### config.mk
export PLATFORM = sky130hd
export DESIGN_NAME = asrr_rx
export DESIGN_NICKNAME = d
export VERILOG_FILES = /design/src/rtl/asrr_pkg.sv /design/src/rtl/asrr_rx.sv
export SDC_FILE = /design/constraint.sdc
export NUM_CORES = 1
export LEC_CHECK = 0
export ABC_AREA = 1
export BUFFER_PORTS_ARGS = -buffer_cell sky130_fd_sc_hd__clkbuf_2
export CORE_MARGIN = 2
export CORE_UTILIZATION = 57
export DETAILED_ROUTE_END_ITERATION = 6
export MAX_ROUTING_LAYER = met4
export PLACE_DENSITY = 0.8
export SYNTH_ARGS = -nofsm -noshare
export SYNTH_HDL_FRONTEND = slang
export SYNTH_SLANG_ARGS = --single-unit
### constraint.sdc
create_clock -name clk -period 2.4 [get_ports clk]
set_input_delay 0.36 -clock clk [delete_from_list [all_inputs] [get_ports clk]]
set_output_delay 0.36 -clock clk [all_outputs]
set_load 0.01 [all_outputs]
### src/rtl/asrr_pkg.sv
package asrr_pkg;
   // register byte offsets
   localparam logic [7:0] ASRR_OFS_CTRL = 8'h00;
   localparam logic [7:0] ASRR_OFS_DIV = 8'h04;
   localparam logic [7:0] ASRR_OFS_STAT = 8'h08;
   localparam logic [7:0] ASRR_OFS_MASK = 8'h0c;
   localparam logic [7:0] ASRR_OFS_DHI = 8'h10;
   localparam logic [7:0] ASRR_OFS_DLO = 8'h14;
   // control_reg_one/two bits, gathered in one word
   localparam int ASRR_CTL_W = 4;
   localparam int ASRR_CTL_M9 = 0;
   localparam int ASRR_CTL_RIE = 1;
   localparam int ASRR_CTL_BREAK_DETECT_ENABLE = 2;
   localparam int ASRR_CTL_STBY = 3;
   localparam logic [3:0] ASRR_CTL_RST = 4'h0;
   // status_reg_one bits, mask uses the same layout
   localparam int ASRR_ST_W = 4;
   localparam int ASRR_ST_FULL = 0;
   localparam int ASRR_ST_NOISE = 1;
   localparam int ASRR_ST_FE = 2;
   localparam int ASRR_ST_BRK = 3;
   localparam logic [3:0] ASRR_MASK_RST = 4'h0;
   // sample clock divisor reset value (bus clocks per slot)
   localparam logic [15:0] ASRR_DIV_RST = 16'h0010;
   localparam logic [15:0] ASRR_DIV_MIN = 16'h0001;
   // slots of the sample clock within one bit
   localparam logic [4:0] ASRR_RT_FIRST = 5'h01;
   localparam logic [4:0] ASRR_RT_LAST = 5'h10;
   localparam logic [4:0] ASRR_RT_V1 = 5'h03;
   localparam logic [4:0] ASRR_RT_V2 = 5'h05;
   localparam logic [4:0] ASRR_RT_V3 = 5'h07;
   localparam logic [4:0] ASRR_RT_D1 = 5'h08;
   localparam logic [4:0] ASRR_RT_D2 = 5'h09;
   localparam logic [4:0] ASRR_RT_D3 = 5'h0a;
   // window around a bit boundary in which an edge resyncs
   localparam logic [4:0] ASRR_RT_LATE = 5'h0c;
   localparam logic [4:0] ASRR_RT_EARLY = 5'h04;
   localparam logic [3:0] ASRR_BITS8 = 4'h8;
   localparam logic [3:0] ASRR_BITS9 = 4'h9;
   localparam logic [1:0] ASRR_RESP_OK = 2'b00;
   localparam logic [1:0] ASRR_RESP_ERR = 2'b10;

   typedef enum logic [1:0] {
      ASRR_IDLE,
      ASRR_START,
      ASRR_DATA,
      ASRR_STOP
   } asrr_state_t;

   // majority of three samples
   function automatic logic asrr_vote(input logic [2:0] s);
      asrr_vote = (s[0] & s[1]) | (s[0] & s[2]) | (s[1] & s[2]);
   endfunction

   // three samples that do not all agree
   function automatic logic asrr_split(input logic [2:0] s);
      asrr_split = (|s) & ~(&s);
   endfunction
endpackage

### src/rtl/asrr_rx.sv
// Notes on behaviour
// - 8 or 9 data bits by length bit; ninth bit lands in data_high_reg
// - completed frame loads data register and sets rx_full_flag
// - rx_full_flag with rx_irq_enable raises the interrupt
// - sample clock is sixteen times baud; sixteen slots per bit
// - sample clock restarts after start edge and after 1-to-0 data change
// - start search wants three ones then a zero; then slots count
// - start checked at slots 3,5,7; at most one one; one one is noise
// - failed start check restarts search, no noise flag
// - data bit is majority of slots 8,9,10; disagreement is noise
// - start slots 8..10 never reject; any one there is noise
// - stop majority zero is framing error; disagreement is noise
// - noise before a verified start never sets noise flag
// - framing error set in same cycle as rx_full_flag
// - break character sets framing error
// - valid falling edges inside a frame resync the slot counter
// - stop sampling starts 151 slots after edge (167 for 9-bit)
// - break with detect enabled sets break flag, not full or framing error, keeps data
// - in standby data still loads but rx_full_flag stays
//
// Our own choices: the AXI4-Lite interface to the registers and the register addresses.
`timescale 1ns/1ps
`default_nettype none
module asrr_rx
   import asrr_pkg::*;
#(
   parameter int DIV_W = 16,
   parameter int AW = 8
) (
   input wire logic clk,
   input wire logic rst_n,
   input wire logic rx_pin,
   output logic irq,
   input wire logic [AW-1:0] s_axi_awaddr,
   input wire logic s_axi_awvalid,
   output logic s_axi_awready,
   input wire logic [31:0] s_axi_wdata,
   input wire logic [3:0] s_axi_wstrb,
   input wire logic s_axi_wvalid,
   output logic s_axi_wready,
   output logic [1:0] s_axi_bresp,
   output logic s_axi_bvalid,
   input wire logic s_axi_bready,
   input wire logic [AW-1:0] s_axi_araddr,
   input wire logic s_axi_arvalid,
   output logic s_axi_arready,
   output logic [31:0] s_axi_rdata,
   output logic [1:0] s_axi_rresp,
   output logic s_axi_rvalid,
   input wire logic s_axi_rready
);

   // divisor register is at most 16 bits wide; address must hold the offsets
   if (DIV_W < 1 || DIV_W > 16 || AW < 8) begin : g_chk
      $error("asrr_rx: DIV_W must be 1..16 and AW at least 8");
   end

   // registers seen by software
   logic [ASRR_CTL_W-1:0] ctrl_r;
   logic [DIV_W-1:0] div_r;
   logic [ASRR_ST_W-1:0] stat_r;
   logic [ASRR_ST_W-1:0] mask_r;
   logic [8:0] data_r;
   logic irq_r;

   // bus slave state
   logic awready_r, wready_r, bvalid_r, arready_r, rvalid_r;
   logic [1:0] bresp_r, rresp_r;
   logic [31:0] rdata_r;
   logic [AW-1:0] awaddr_r;
   logic [31:0] wdata_r;
   logic [3:0] wstrb_r;

   // receiver state
   asrr_state_t state_r;
   logic rx_meta_r, rx_sync_r;
   logic [DIV_W-1:0] div_cnt_r;
   logic [2:0] hist_r;
   logic [4:0] rt_r;
   logic [3:0] bit_r;
   logic [1:0] samp_r;
   logic [8:0] shreg_r;
   logic noise_r, prev_one_r, all_zero_r;
   // one-cycle frame end events
   logic ev_load_r, ev_full_r, ev_noise_r, ev_fe_r, ev_brk_r;

   // controls
   wire m9 = ctrl_r[ASRR_CTL_M9];
   wire rx_irq_enable = ctrl_r[ASRR_CTL_RIE];
   wire break_detect_enable = ctrl_r[ASRR_CTL_BREAK_DETECT_ENABLE];
   wire stby = ctrl_r[ASRR_CTL_STBY];
   wire [3:0] nbits = m9 ? ASRR_BITS9 : ASRR_BITS8;

   // sample clock: one enable pulse per slot
   wire tick = (div_cnt_r == '0);
   wire [DIV_W-1:0] div_load = div_r - DIV_W'(ASRR_DIV_MIN);

   // sample vector: two captured slots and the present one
   wire [2:0] sv = {samp_r, rx_sync_r};
   wire vote = asrr_vote(sv);
   wire split = asrr_split(sv);
   wire fall = (hist_r == 3'b111) & ~rx_sync_r;
   wire rt_wrap = (rt_r == ASRR_RT_LAST);
   wire [4:0] rt_inc = rt_r + ASRR_RT_FIRST;
   wire [3:0] bit_inc = bit_r + 4'h1;
   wire cap = (rt_r == ASRR_RT_V1) | (rt_r == ASRR_RT_V2)
      | (rt_r == ASRR_RT_D1) | (rt_r == ASRR_RT_D2);
   // in-frame edge after a one, near a bit boundary
   wire resync = prev_one_r & fall
      & ((rt_r >= ASRR_RT_LATE) | (rt_r <= ASRR_RT_EARLY));
   wire [8:0] shifted = {vote, shreg_r[8:1]};
   wire [8:0] char_val = m9 ? shreg_r : {1'b0, shreg_r[8:1]};

   // pin synchroniser; only the second stage is looked at
   always_ff @(posedge clk or negedge rst_n) begin
      if (!rst_n) begin
         rx_meta_r <= 1'b1;
         rx_sync_r <= 1'b1;
      end else begin
         rx_meta_r <= rx_pin;
         rx_sync_r <= rx_meta_r;
      end
   end

   // slot divider; a detected edge is always on a tick, so the
   // divider phase already lines up with it
   always_ff @(posedge clk or negedge rst_n) begin
      if (!rst_n) begin
         div_cnt_r <= '0;
         hist_r <= 3'b000;
      end else if (tick) begin
         div_cnt_r <= div_load;
         hist_r <= {hist_r[1:0], rx_sync_r};
      end else begin
         div_cnt_r <= div_cnt_r - DIV_W'(ASRR_DIV_MIN);
      end
   end

   // frame recovery state machine
   always_ff @(posedge clk or negedge rst_n) begin
      if (!rst_n) begin
         state_r <= ASRR_IDLE;
         rt_r <= ASRR_RT_FIRST;
         bit_r <= 4'h0;
         samp_r <= 2'b00;
         shreg_r <= 9'h000;
         noise_r <= 1'b0;
         prev_one_r <= 1'b0;
         all_zero_r <= 1'b1;
         ev_load_r <= 1'b0;
         ev_full_r <= 1'b0;
         ev_noise_r <= 1'b0;
         ev_fe_r <= 1'b0;
         ev_brk_r <= 1'b0;
      end else begin
         ev_load_r <= 1'b0;
         ev_full_r <= 1'b0;
         ev_noise_r <= 1'b0;
         ev_fe_r <= 1'b0;
         ev_brk_r <= 1'b0;
         if (tick) begin
            if (cap) begin
               samp_r <= {samp_r[0], rx_sync_r};
            end
            if (state_r != ASRR_IDLE) begin
               rt_r <= rt_wrap ? ASRR_RT_FIRST : rt_inc;
            end
            case (state_r)
               ASRR_IDLE: begin
                  if (fall) begin
                     state_r <= ASRR_START;
                     rt_r <= ASRR_RT_FIRST + ASRR_RT_FIRST;
                     noise_r <= 1'b0;
                     all_zero_r <= 1'b1;
                     prev_one_r <= 1'b0;
                     shreg_r <= 9'h000;
                  end
               end
               ASRR_START: begin
                  if (rt_r == ASRR_RT_V3) begin
                     if (vote) begin
                        // rejected: no noise recorded
                        state_r <= ASRR_IDLE;
                        rt_r <= ASRR_RT_FIRST;
                     end else if (split) begin
                        noise_r <= 1'b1;
                     end
                  end
                  if (rt_r == ASRR_RT_D3 && (|sv)) begin
                     noise_r <= 1'b1;
                  end
                  if (rt_wrap) begin
                     state_r <= ASRR_DATA;
                     bit_r <= 4'h1;
                  end
               end
               ASRR_DATA: begin
                  if (rt_r == ASRR_RT_D3) begin
                     shreg_r <= shifted;
                     prev_one_r <= vote;
                     all_zero_r <= all_zero_r & ~vote;
                     if (split) begin
                        noise_r <= 1'b1;
                     end
                  end
                  if (resync) begin
                     // restart slots on the new bit's edge
                     rt_r <= ASRR_RT_FIRST + ASRR_RT_FIRST;
                     prev_one_r <= 1'b0;
                  end
                  if (rt_wrap || (resync && rt_r >= ASRR_RT_LATE)) begin
                     bit_r <= bit_inc;
                     if (bit_r == nbits) begin
                        state_r <= ASRR_STOP;
                     end
                  end
               end
               ASRR_STOP: begin
                  if (rt_r == ASRR_RT_D3) begin
                     state_r <= ASRR_IDLE;
                     rt_r <= ASRR_RT_FIRST;
                     ev_noise_r <= noise_r | split;
                     if (break_detect_enable && all_zero_r && !vote) begin
                        ev_brk_r <= 1'b1;
                     end else begin
                        ev_load_r <= 1'b1;
                        ev_full_r <= ~stby;
                        ev_fe_r <= ~vote;
                     end
                  end
               end
               default: begin
                  state_r <= ASRR_IDLE;
               end
            endcase
         end
      end
   end

   // write channel handshake and register decode
   wire aw_hs = s_axi_awvalid & awready_r;
   wire w_hs = s_axi_wvalid & wready_r;
   wire do_wr = ~awready_r & ~wready_r & ~bvalid_r;
   wire wr_ctrl = do_wr & (awaddr_r == AW'(ASRR_OFS_CTRL));
   wire wr_div = do_wr & (awaddr_r == AW'(ASRR_OFS_DIV));
   wire wr_stat = do_wr & (awaddr_r == AW'(ASRR_OFS_STAT));
   wire wr_mask = do_wr & (awaddr_r == AW'(ASRR_OFS_MASK));
   wire wr_ro = do_wr & ((awaddr_r == AW'(ASRR_OFS_DHI))
      | (awaddr_r == AW'(ASRR_OFS_DLO)));
   wire wr_ok = wr_ctrl | wr_div | wr_stat | wr_mask | wr_ro;
   wire [1:0] wr_resp = wr_ok ? ASRR_RESP_OK : ASRR_RESP_ERR;

   // read decode, unmapped reads answer with an error and zero
   wire ar_hs = s_axi_arvalid & arready_r;
   wire [AW-1:0] ra = s_axi_araddr;
   wire rd_ctrl = (ra == AW'(ASRR_OFS_CTRL));
   wire rd_div = (ra == AW'(ASRR_OFS_DIV));
   wire rd_stat = (ra == AW'(ASRR_OFS_STAT));
   wire rd_mask = (ra == AW'(ASRR_OFS_MASK));
   wire rd_dhi = (ra == AW'(ASRR_OFS_DHI));
   wire rd_dlo = (ra == AW'(ASRR_OFS_DLO));
   wire rd_ok = rd_ctrl | rd_div | rd_stat | rd_mask | rd_dhi | rd_dlo;
   wire [31:0] rd_val =
      rd_ctrl ? 32'(ctrl_r) :
      rd_div ? 32'(div_r) :
      rd_stat ? 32'(stat_r) :
      rd_mask ? 32'(mask_r) :
      rd_dhi ? 32'(data_r[8]) :
      rd_dlo ? 32'(data_r[7:0]) : 32'h0000_0000;

   // byte-enable aware field updates
   wire [7:0] wb0 = wdata_r[7:0];
   wire [7:0] wb1 = wdata_r[15:8];
   wire [15:0] div_wide = 16'(div_r);
   wire [15:0] div_new = {wstrb_r[1] ? wb1 : div_wide[15:8],
      wstrb_r[0] ? wb0 : div_wide[7:0]};
   wire div_bad = (div_new[DIV_W-1:0] == '0);
   wire [ASRR_ST_W-1:0] st_clr =
      (wr_stat & wstrb_r[0]) ? wb0[ASRR_ST_W-1:0] : '0;
   wire [ASRR_ST_W-1:0] st_set;
   assign st_set[ASRR_ST_FULL] = ev_full_r;
   assign st_set[ASRR_ST_NOISE] = ev_noise_r;
   assign st_set[ASRR_ST_FE] = ev_fe_r;
   assign st_set[ASRR_ST_BRK] = ev_brk_r;

   // write address and data are taken in either order
   always_ff @(posedge clk or negedge rst_n) begin
      if (!rst_n) begin
         awready_r <= 1'b1;
         wready_r <= 1'b1;
         awaddr_r <= '0;
         wdata_r <= 32'h0000_0000;
         wstrb_r <= 4'h0;
      end else begin
         if (aw_hs) begin
            awready_r <= 1'b0;
            awaddr_r <= s_axi_awaddr;
         end else if (do_wr) begin
            awready_r <= 1'b1;
         end
         if (w_hs) begin
            wready_r <= 1'b0;
            wdata_r <= s_axi_wdata;
            wstrb_r <= s_axi_wstrb;
         end else if (do_wr) begin
            wready_r <= 1'b1;
         end
      end
   end

   // write response
   always_ff @(posedge clk or negedge rst_n) begin
      if (!rst_n) begin
         bvalid_r <= 1'b0;
         bresp_r <= ASRR_RESP_OK;
      end else if (do_wr) begin
         bvalid_r <= 1'b1;
         bresp_r <= wr_resp;
      end else if (s_axi_bready) begin
         bvalid_r <= 1'b0;
      end
   end

   // read channel: one read in flight, answer one cycle later
   always_ff @(posedge clk or negedge rst_n) begin
      if (!rst_n) begin
         arready_r <= 1'b1;
         rvalid_r <= 1'b0;
         rdata_r <= 32'h0000_0000;
         rresp_r <= ASRR_RESP_OK;
      end else if (ar_hs) begin
         arready_r <= 1'b0;
         rvalid_r <= 1'b1;
         rdata_r <= rd_val;
         rresp_r <= rd_ok ? ASRR_RESP_OK : ASRR_RESP_ERR;
      end else if (rvalid_r && s_axi_rready) begin
         rvalid_r <= 1'b0;
         arready_r <= 1'b1;
      end
   end

   // control, divisor and mask; a zero divisor write is ignored
   // since the reload of div_r - 1 would wrap to all ones, the longest slot
   always_ff @(posedge clk or negedge rst_n) begin
      if (!rst_n) begin
         ctrl_r <= ASRR_CTL_RST;
         div_r <= DIV_W'(ASRR_DIV_RST);
         mask_r <= ASRR_MASK_RST;
      end else begin
         if (wr_ctrl && wstrb_r[0]) begin
            ctrl_r <= wb0[ASRR_CTL_W-1:0];
         end
         if (wr_div && !div_bad) begin
            div_r <= div_new[DIV_W-1:0];
         end
         if (wr_mask && wstrb_r[0]) begin
            mask_r <= wb0[ASRR_ST_W-1:0];
         end
      end
   end

   // sticky status: a frame event wins over a clear in the same cycle
   always_ff @(posedge clk or negedge rst_n) begin
      if (!rst_n) begin
         stat_r <= '0;
      end else begin
         stat_r <= (stat_r & ~st_clr) | st_set;
      end
   end

   // data register loads even in standby; a break kept out
   always_ff @(posedge clk or negedge rst_n) begin
      if (!rst_n) begin
         data_r <= 9'h000;
      end else if (ev_load_r) begin
         data_r <= char_val;
      end
   end

   // interrupt: masked status, plus full with enable outside standby
   always_ff @(posedge clk or negedge rst_n) begin
      if (!rst_n) begin
         irq_r <= 1'b0;
      end else begin
         irq_r <= (|(stat_r & mask_r))
            | (stat_r[ASRR_ST_FULL] & rx_irq_enable & ~stby);
      end
   end

   assign irq = irq_r;
   assign s_axi_awready = awready_r;
   assign s_axi_wready = wready_r;
   assign s_axi_bvalid = bvalid_r;
   assign s_axi_bresp = bresp_r;
   assign s_axi_arready = arready_r;
   assign s_axi_rvalid = rvalid_r;
   assign s_axi_rdata = rdata_r;
   assign s_axi_rresp = rresp_r;

endmodule
`default_nettype wire

# Yosys cells after proc, flatten, opt, wreduce, memory -nomap -nowiden
# Index checks and enable logic that the tools add are counted.
# word_totals
in_bits,60
regBits,156
# classes
addsub,4
n_reduce_logical,33
order_cmp,2
muxes,77
eq_ne,33
bitwise,50
# op_table
op,count
16-bit 2-to-1 mux,3
8-bit 2-to-1 mux,6
1-bit 2-to-1 mux,39
5-bit 2-to-1 mux,7
"8-bit by 4-bit equality test with 1-bit output, second input constant",4
"8-bit by 5-bit equality test with 1-bit output, second input constant",4
16-bit logical NOT,2
"16-bit by 1-bit subtractor with 16-bit output, second input constant",2
9-bit 2-to-1 mux,3
1-bit AND,21
5-bit case mux with 4 select lines,1
2-bit 2-to-1 mux,9
1-bit OR,18
9-bit case mux with 2 select lines,1
"8-bit by 3-bit equality test with 1-bit output, second input constant",2
8-bit logical NOT,2
"5-bit by 4-bit equality test with 1-bit output, second input constant",3
"3-bit != test, second input constant",5
2-bit nonzero test,7
4-bit 2-to-1 mux,3
"2-bit != test, second input constant",6
4-bit AND reduction,3
"5-bit by 3-bit equality test with 1-bit output, second input constant",2
4-bit AND,2
other kinds (28),44

# Longest topological paths before layout
# depth
word_depth,9
depth_mapped,13
depth_no_buf,12

# Worst setup path after synthesis
# Ideal clock, no wire load.
# synth_timing
path_kind,reg-to-reg
startpoint,register rt_r[0]
endpoint,register prev_one_r
path_slack_ps,709
path_stages_with_launch,9
synth_period_minus_slack_ps,1691
setup_time_ps,127
path_buffers,0
arrival_ps,1564
cell_sequence,dfstp_2 > inv_1 > ha_1 > nor2_1 > nor2_1 > o21ai_0 > nand3_1 > a21oi_1 > a31oi_1
# synth_between
elab_chain_cells,5
word_cells_on_any_way,9
# synth_rtl
item,line,rtl
start: declaration,asrr_rx.sv:79,logic [4:0] rt_r;
start signal: assignment,asrr_rx.sv:166,rt_r <= rt_wrap ? ASRR_RT_FIRST : rt_inc;
start signal: assignment,asrr_rx.sv:172,rt_r <= ASRR_RT_FIRST + ASRR_RT_FIRST;
start signal: assignment,asrr_rx.sv:208,rt_r <= ASRR_RT_FIRST + ASRR_RT_FIRST;
5-bit by 4-bit >= comparator with 1-bit output or 5-bit by 3-bit <= comparator with 1-bit output (tied branches),asrr_rx.sv:110,& ((rt_r >= ASRR_RT_LATE) | (rt_r <= ASRR_RT_EARLY));
1-bit OR,asrr_rx.sv:110,
1-bit AND,asrr_rx.sv:110,
3-bit != test (no line) or 1-bit 2-to-1 mux (tied branches),-,
4-bit AND reduction (no line) or 1-bit case mux with 2 select lines (tied branches),-,
end signal: assignment,asrr_rx.sv:200,prev_one_r <= vote;
end: declaration,asrr_rx.sv:83,"logic noise_r, prev_one_r, all_zero_r;"
# Parallel ways exist; a longest one is shown, timed or not.
# A chain may end at the register's enable or synchronous reset.

# Final worst setup path
# layout_timing
startpoint,register wstrb_r[0]
endpoint,register div_r[3]
# layout_between
elab_chain_cells,4
# layout_rtl
item,line,rtl
start: declaration,asrr_rx.sv:72,logic [3:0] wstrb_r;
start signal: assignment,asrr_rx.sv:304,wstrb_r <= s_axi_wstrb;
8-bit 2-to-1 mux *,asrr_rx.sv:276,wstrb_r[0] ? wb0 : div_wide[7:0]};
16-bit logical NOT,asrr_rx.sv:277,wire div_bad = (div_new[DIV_W-1:0] == '0);
1-bit logical NOT,asrr_rx.sv:353,if (wr_div && !div_bad) begin
1-bit logical AND,asrr_rx.sv:353,
end signal: assignment,asrr_rx.sv:347,div_r <= DIV_W'(ASRR_DIV_RST);
end signal: assignment,asrr_rx.sv:354,div_r <= div_new[DIV_W-1:0];
end: declaration,asrr_rx.sv:60,logic [DIV_W-1:0] div_r;
# Every way passes the cells marked *; elsewhere a longest branch is shown, timed or not.

==> results.md <==
### Job
• 0 — number of maximum-capacitance constraint violations

### Synthesis
• sky130_fd_sc_hd__dfrtp_1 — cell type with the highest aggregate area in the netlist
• sky130_fd_sc_hd__nand2_1 — most common cell in the synthesized netlist
• sky130_fd_sc_hd__dfrtp_1 (47%), sky130_fd_sc_hd__nand2_1 (10%), sky130_fd_sc_hd__o21ai_0 (5.2%) — leading cell types by total area after synthesis
• 1.000 — Post-synth ARST share
• 0.4652 — post-synth top area share
• 826 — synthesized netlist cell count
• 0.4953 — share of synthesized area occupied by flip-flops and latches
• 0 — number of flops mapped to enable cells by yosys
• sky130_fd_sc_hd__nand2_1 (187), sky130_fd_sc_hd__dfrtp_1 (130), sky130_fd_sc_hd__inv_1 (93) — most instantiated cells after synthesis
• sky130_fd_sc_hd__dfrtp_1 — predominant post-synthesis flop cell
• 6993 µm² — mapped cell area
• 8.466 µm² — Avg Cell Area, Syn
• 138 — number of flip-flops and latches in the synthesized netlist
• 45 — unique cell type count in the Yosys netlist
• 0 — Yosys warnings

### Detailed routing
• 6 — DR pass1 iterations
• 0 — detailed-route DRC error count
• 5612 — detailed-route via count
• 529 — number of DRC markers in iteration 0
• 0 — antenna-violating nets left
• 13.88 µm — routed len/inst
• 5.299 — Vias per Instance
• 14.70 mm — detailed-route wire length

### Global route
• 24.89 mm — wire length of the first global-routing pass
• 0 — antenna violations before repair
• 0.2508 — gr usage total
• 70 — pin count of the biggest net entering global routing
• 5135 — number of global-route vias before repair
• 0 — total global routing overflow

### Placed design
• 0.9204 — final weighted congestion in routability-driven placement
• 10.62 mm — HPWL reported at the end of detailed placement
• 0.3523 ns — pre-CTS WS
• 65 — number of port buffers
• 1026 — DP Cell Count
• 7390 µm² — cell area after placement

### Setup path
• 2.73 ns — required time at the endpoint of the critical path
• 32 — highest fanout seen on the critical path
• 2.45 ns — Worst Path Arrival
• register to register — start-to-end type of the worst setup path
• register — kind of start point of the critical path
• register — kind of end point of the critical path

### Cells and area
• 0 — count of inserted antenna diode cells
• 968 — fillers
• 8033 µm² — post-route design area
• 1059 — final std cells w/o fill
• 0.1875 — share of post-route cells with drive strength above 1
• 969 — Layout Nets
• 14.87% — area growth from synthesis to final layout
• 0.6688 — final core occ

### Pwr
• 6.830 mW — PnR Total Power
• 850.3 nW/µm² — power per cell area
• 3.821 nW — static power due to leakage
• 634.9 µV — worst IR drop on VDD

### STA
• 0.8830 — period utilization
• 0.02069 ns — worst hold margin
• no — RSZ-0062 raised after global routing
• 0.5927 — remaining max-slew budget at the tightest pin
• 0.006394 ns — Layout Skew
• 0.6046 ns — measured slew at the worst slew-check pin
• 0 — Pins Over Slew Limit
• 2.119 ns — Min Clock Period, post-route
• 0.2809 ns — worst path setup slack after routing
• 0 ns — Total Neg Setup Slack
• 0 — final setup fails
• 0 — final hold violations
• 471.9 MHz — highest clock rate

### Floorplan
• 12010 µm² — core box area
• 102 — boundary pin count
• 114.8 µm — Die Width
• 13170 µm² — DIE AREA
• 40 — row count
• 114.8 µm — y dimension of the die
• 0.5822 — Initial Utilization

### Status
• finished clean — run status

### Clocking
• 0 — cts repair resizes
• 0.06 ns — post-CTS clock slew at the launch and capture registers of the worst setup and hold paths
• 2 — CTS Buffer Depth
• 4 — H-Tree Level Count
• sky130_fd_sc_hd__clkbuf_16 — clock root buffer master
• 0.42 ns — Clk Latency, worst-skew pair
• 17 — CTS Buf Count
• 138 — number of clock sinks
• built — clock tree from TritonCTS

### Hold path
• input port to register — class of the most critical hold timing path

==> layout make-up <==
cell class | count | area, µm² | area share
flip-flops and latches | 138 | 3463 | 0.4312
inverters | 98 | 375.4 | 0.04673
multi-input cells | 569 | 2955 | 0.3679
clock inverters | 14 | 193.9 | 0.02414
well taps | 147 | 183.9 | 0.02290
repair buffers | 75 | 421.7 | 0.05249
clock buffers | 18 | 439.2 | 0.05467
==> final timing paths <==
path / startpoint / endpoint / slack, ns / cells past startpoint
max: wstrb_r[0] / div_r[3] / 0.28 / 8
min: rx_pin / rx_meta_r / 0.02 / 1
max reg2reg: wstrb_r[0] / div_r[3] / 0.28 / 8
min reg2reg: rx_meta_r / rx_sync_r / 0.36 / 0
max in group asynchronous: rst_n / s_axi_arready / 1.21 / 3
min in group asynchronous: rst_n / rt_r[3] / 0.44 / 2
==> layer usage <==
metal | GRT usage | part of all wire
met5 | - | 0
met4 | 0.07309 | 0.014
met3 | 0.06220 | 0.059
met2 | 0.3755 | 0.46
met1 | 0.3434 | 0.47
==> worst max-delay path: stages (launching register included) <==
cell and delay, ns:
sky130_fd_sc_hd__dfrtp_1 0.63, sky130_fd_sc_hd__inv_1 0.22, sky130_fd_sc_hd__o21ai_0 0.27, sky130_fd_sc_hd__nand4_1 0.12
sky130_fd_sc_hd__nor2_1 0.11, sky130_fd_sc_hd__nand2_1 0.07, sky130_fd_sc_hd__nand2_2 0.38, sky130_fd_sc_hd__nand2_1 0.12
sky130_fd_sc_hd__o21ai_0 0.10
==> power breakdown <==
group          internal, mW  leakage [nW]  total [mW]  switching [mW]
clock                  1.77         0.307        2.77            1.00
sequential             2.69          1.75        2.97           0.286
combinational         0.435          1.76        1.08           0.650
total                  4.89          3.82        6.83            1.94
==> layout by cell type (no fill, tap or decap), types with 5 or more instances in the layout <==
master,instances
sky130_fd_sc_hd__nand3_1,63
sky130_fd_sc_hd__nand2_1,187
sky130_fd_sc_hd__ha_1,10
sky130_fd_sc_hd__buf_4,8
sky130_fd_sc_hd__xor2_1,8
sky130_fd_sc_hd__mux2_2,18
sky130_fd_sc_hd__clkbuf_16,17
sky130_fd_sc_hd__dfstp_2,8
sky130_fd_sc_hd__nor2_2,12
sky130_fd_sc_hd__nand4_1,11
sky130_fd_sc_hd__o21ai_1,9
sky130_fd_sc_hd__a21oi_1,23
sky130_fd_sc_hd__o211ai_1,10
sky130_fd_sc_hd__nand2_2,7
sky130_fd_sc_hd__o21ai_0,72
sky130_fd_sc_hd__dfrtp_1,130
sky130_fd_sc_hd__mux2i_1,5
sky130_fd_sc_hd__nor2_4,5
sky130_fd_sc_hd__clkbuf_2,64
sky130_fd_sc_hd__conb_1,18
sky130_fd_sc_hd__nor2_1,74
sky130_fd_sc_hd__inv_1,93
sky130_fd_sc_hd__nor3_1,6
==> timing repair <==
item | CTS | global route
buffers inserted | 0 | 0
hold buffers | 1 | 0
endpoints found under the hold margin | 39 | 0
==> registers in the layout, indices dropped and copies added (netlist names), 2 cells and up, named ones only <==
register	cells
shreg_r	9
rt_r	5
stat_r	4
div_cnt_r	16
ctrl_r	4
awaddr_r	8
samp_r	2
mask_r	4
hist_r	3
bit_r	4
s_axi_rdata	16
wstrb_r	2
div_r	16
wdata_r	16
data_r	9
==> logic make-up (layout without fill, tap and decap cells) <==
family	after synthesis	count (layout)	synth area share
mux	23	23	0.03614
fa+ha+maj	10	10	0.01789
compound gates	128	128	0.1016
flops	138	138	0.4953
simple gates	378	378	0.2423
other cells	1	18	0.0005363
buf+inv	136	205	0.09125
xor+xnor	12	12	0.01503
Note: power is estimated with default switching activity, not from simulation.
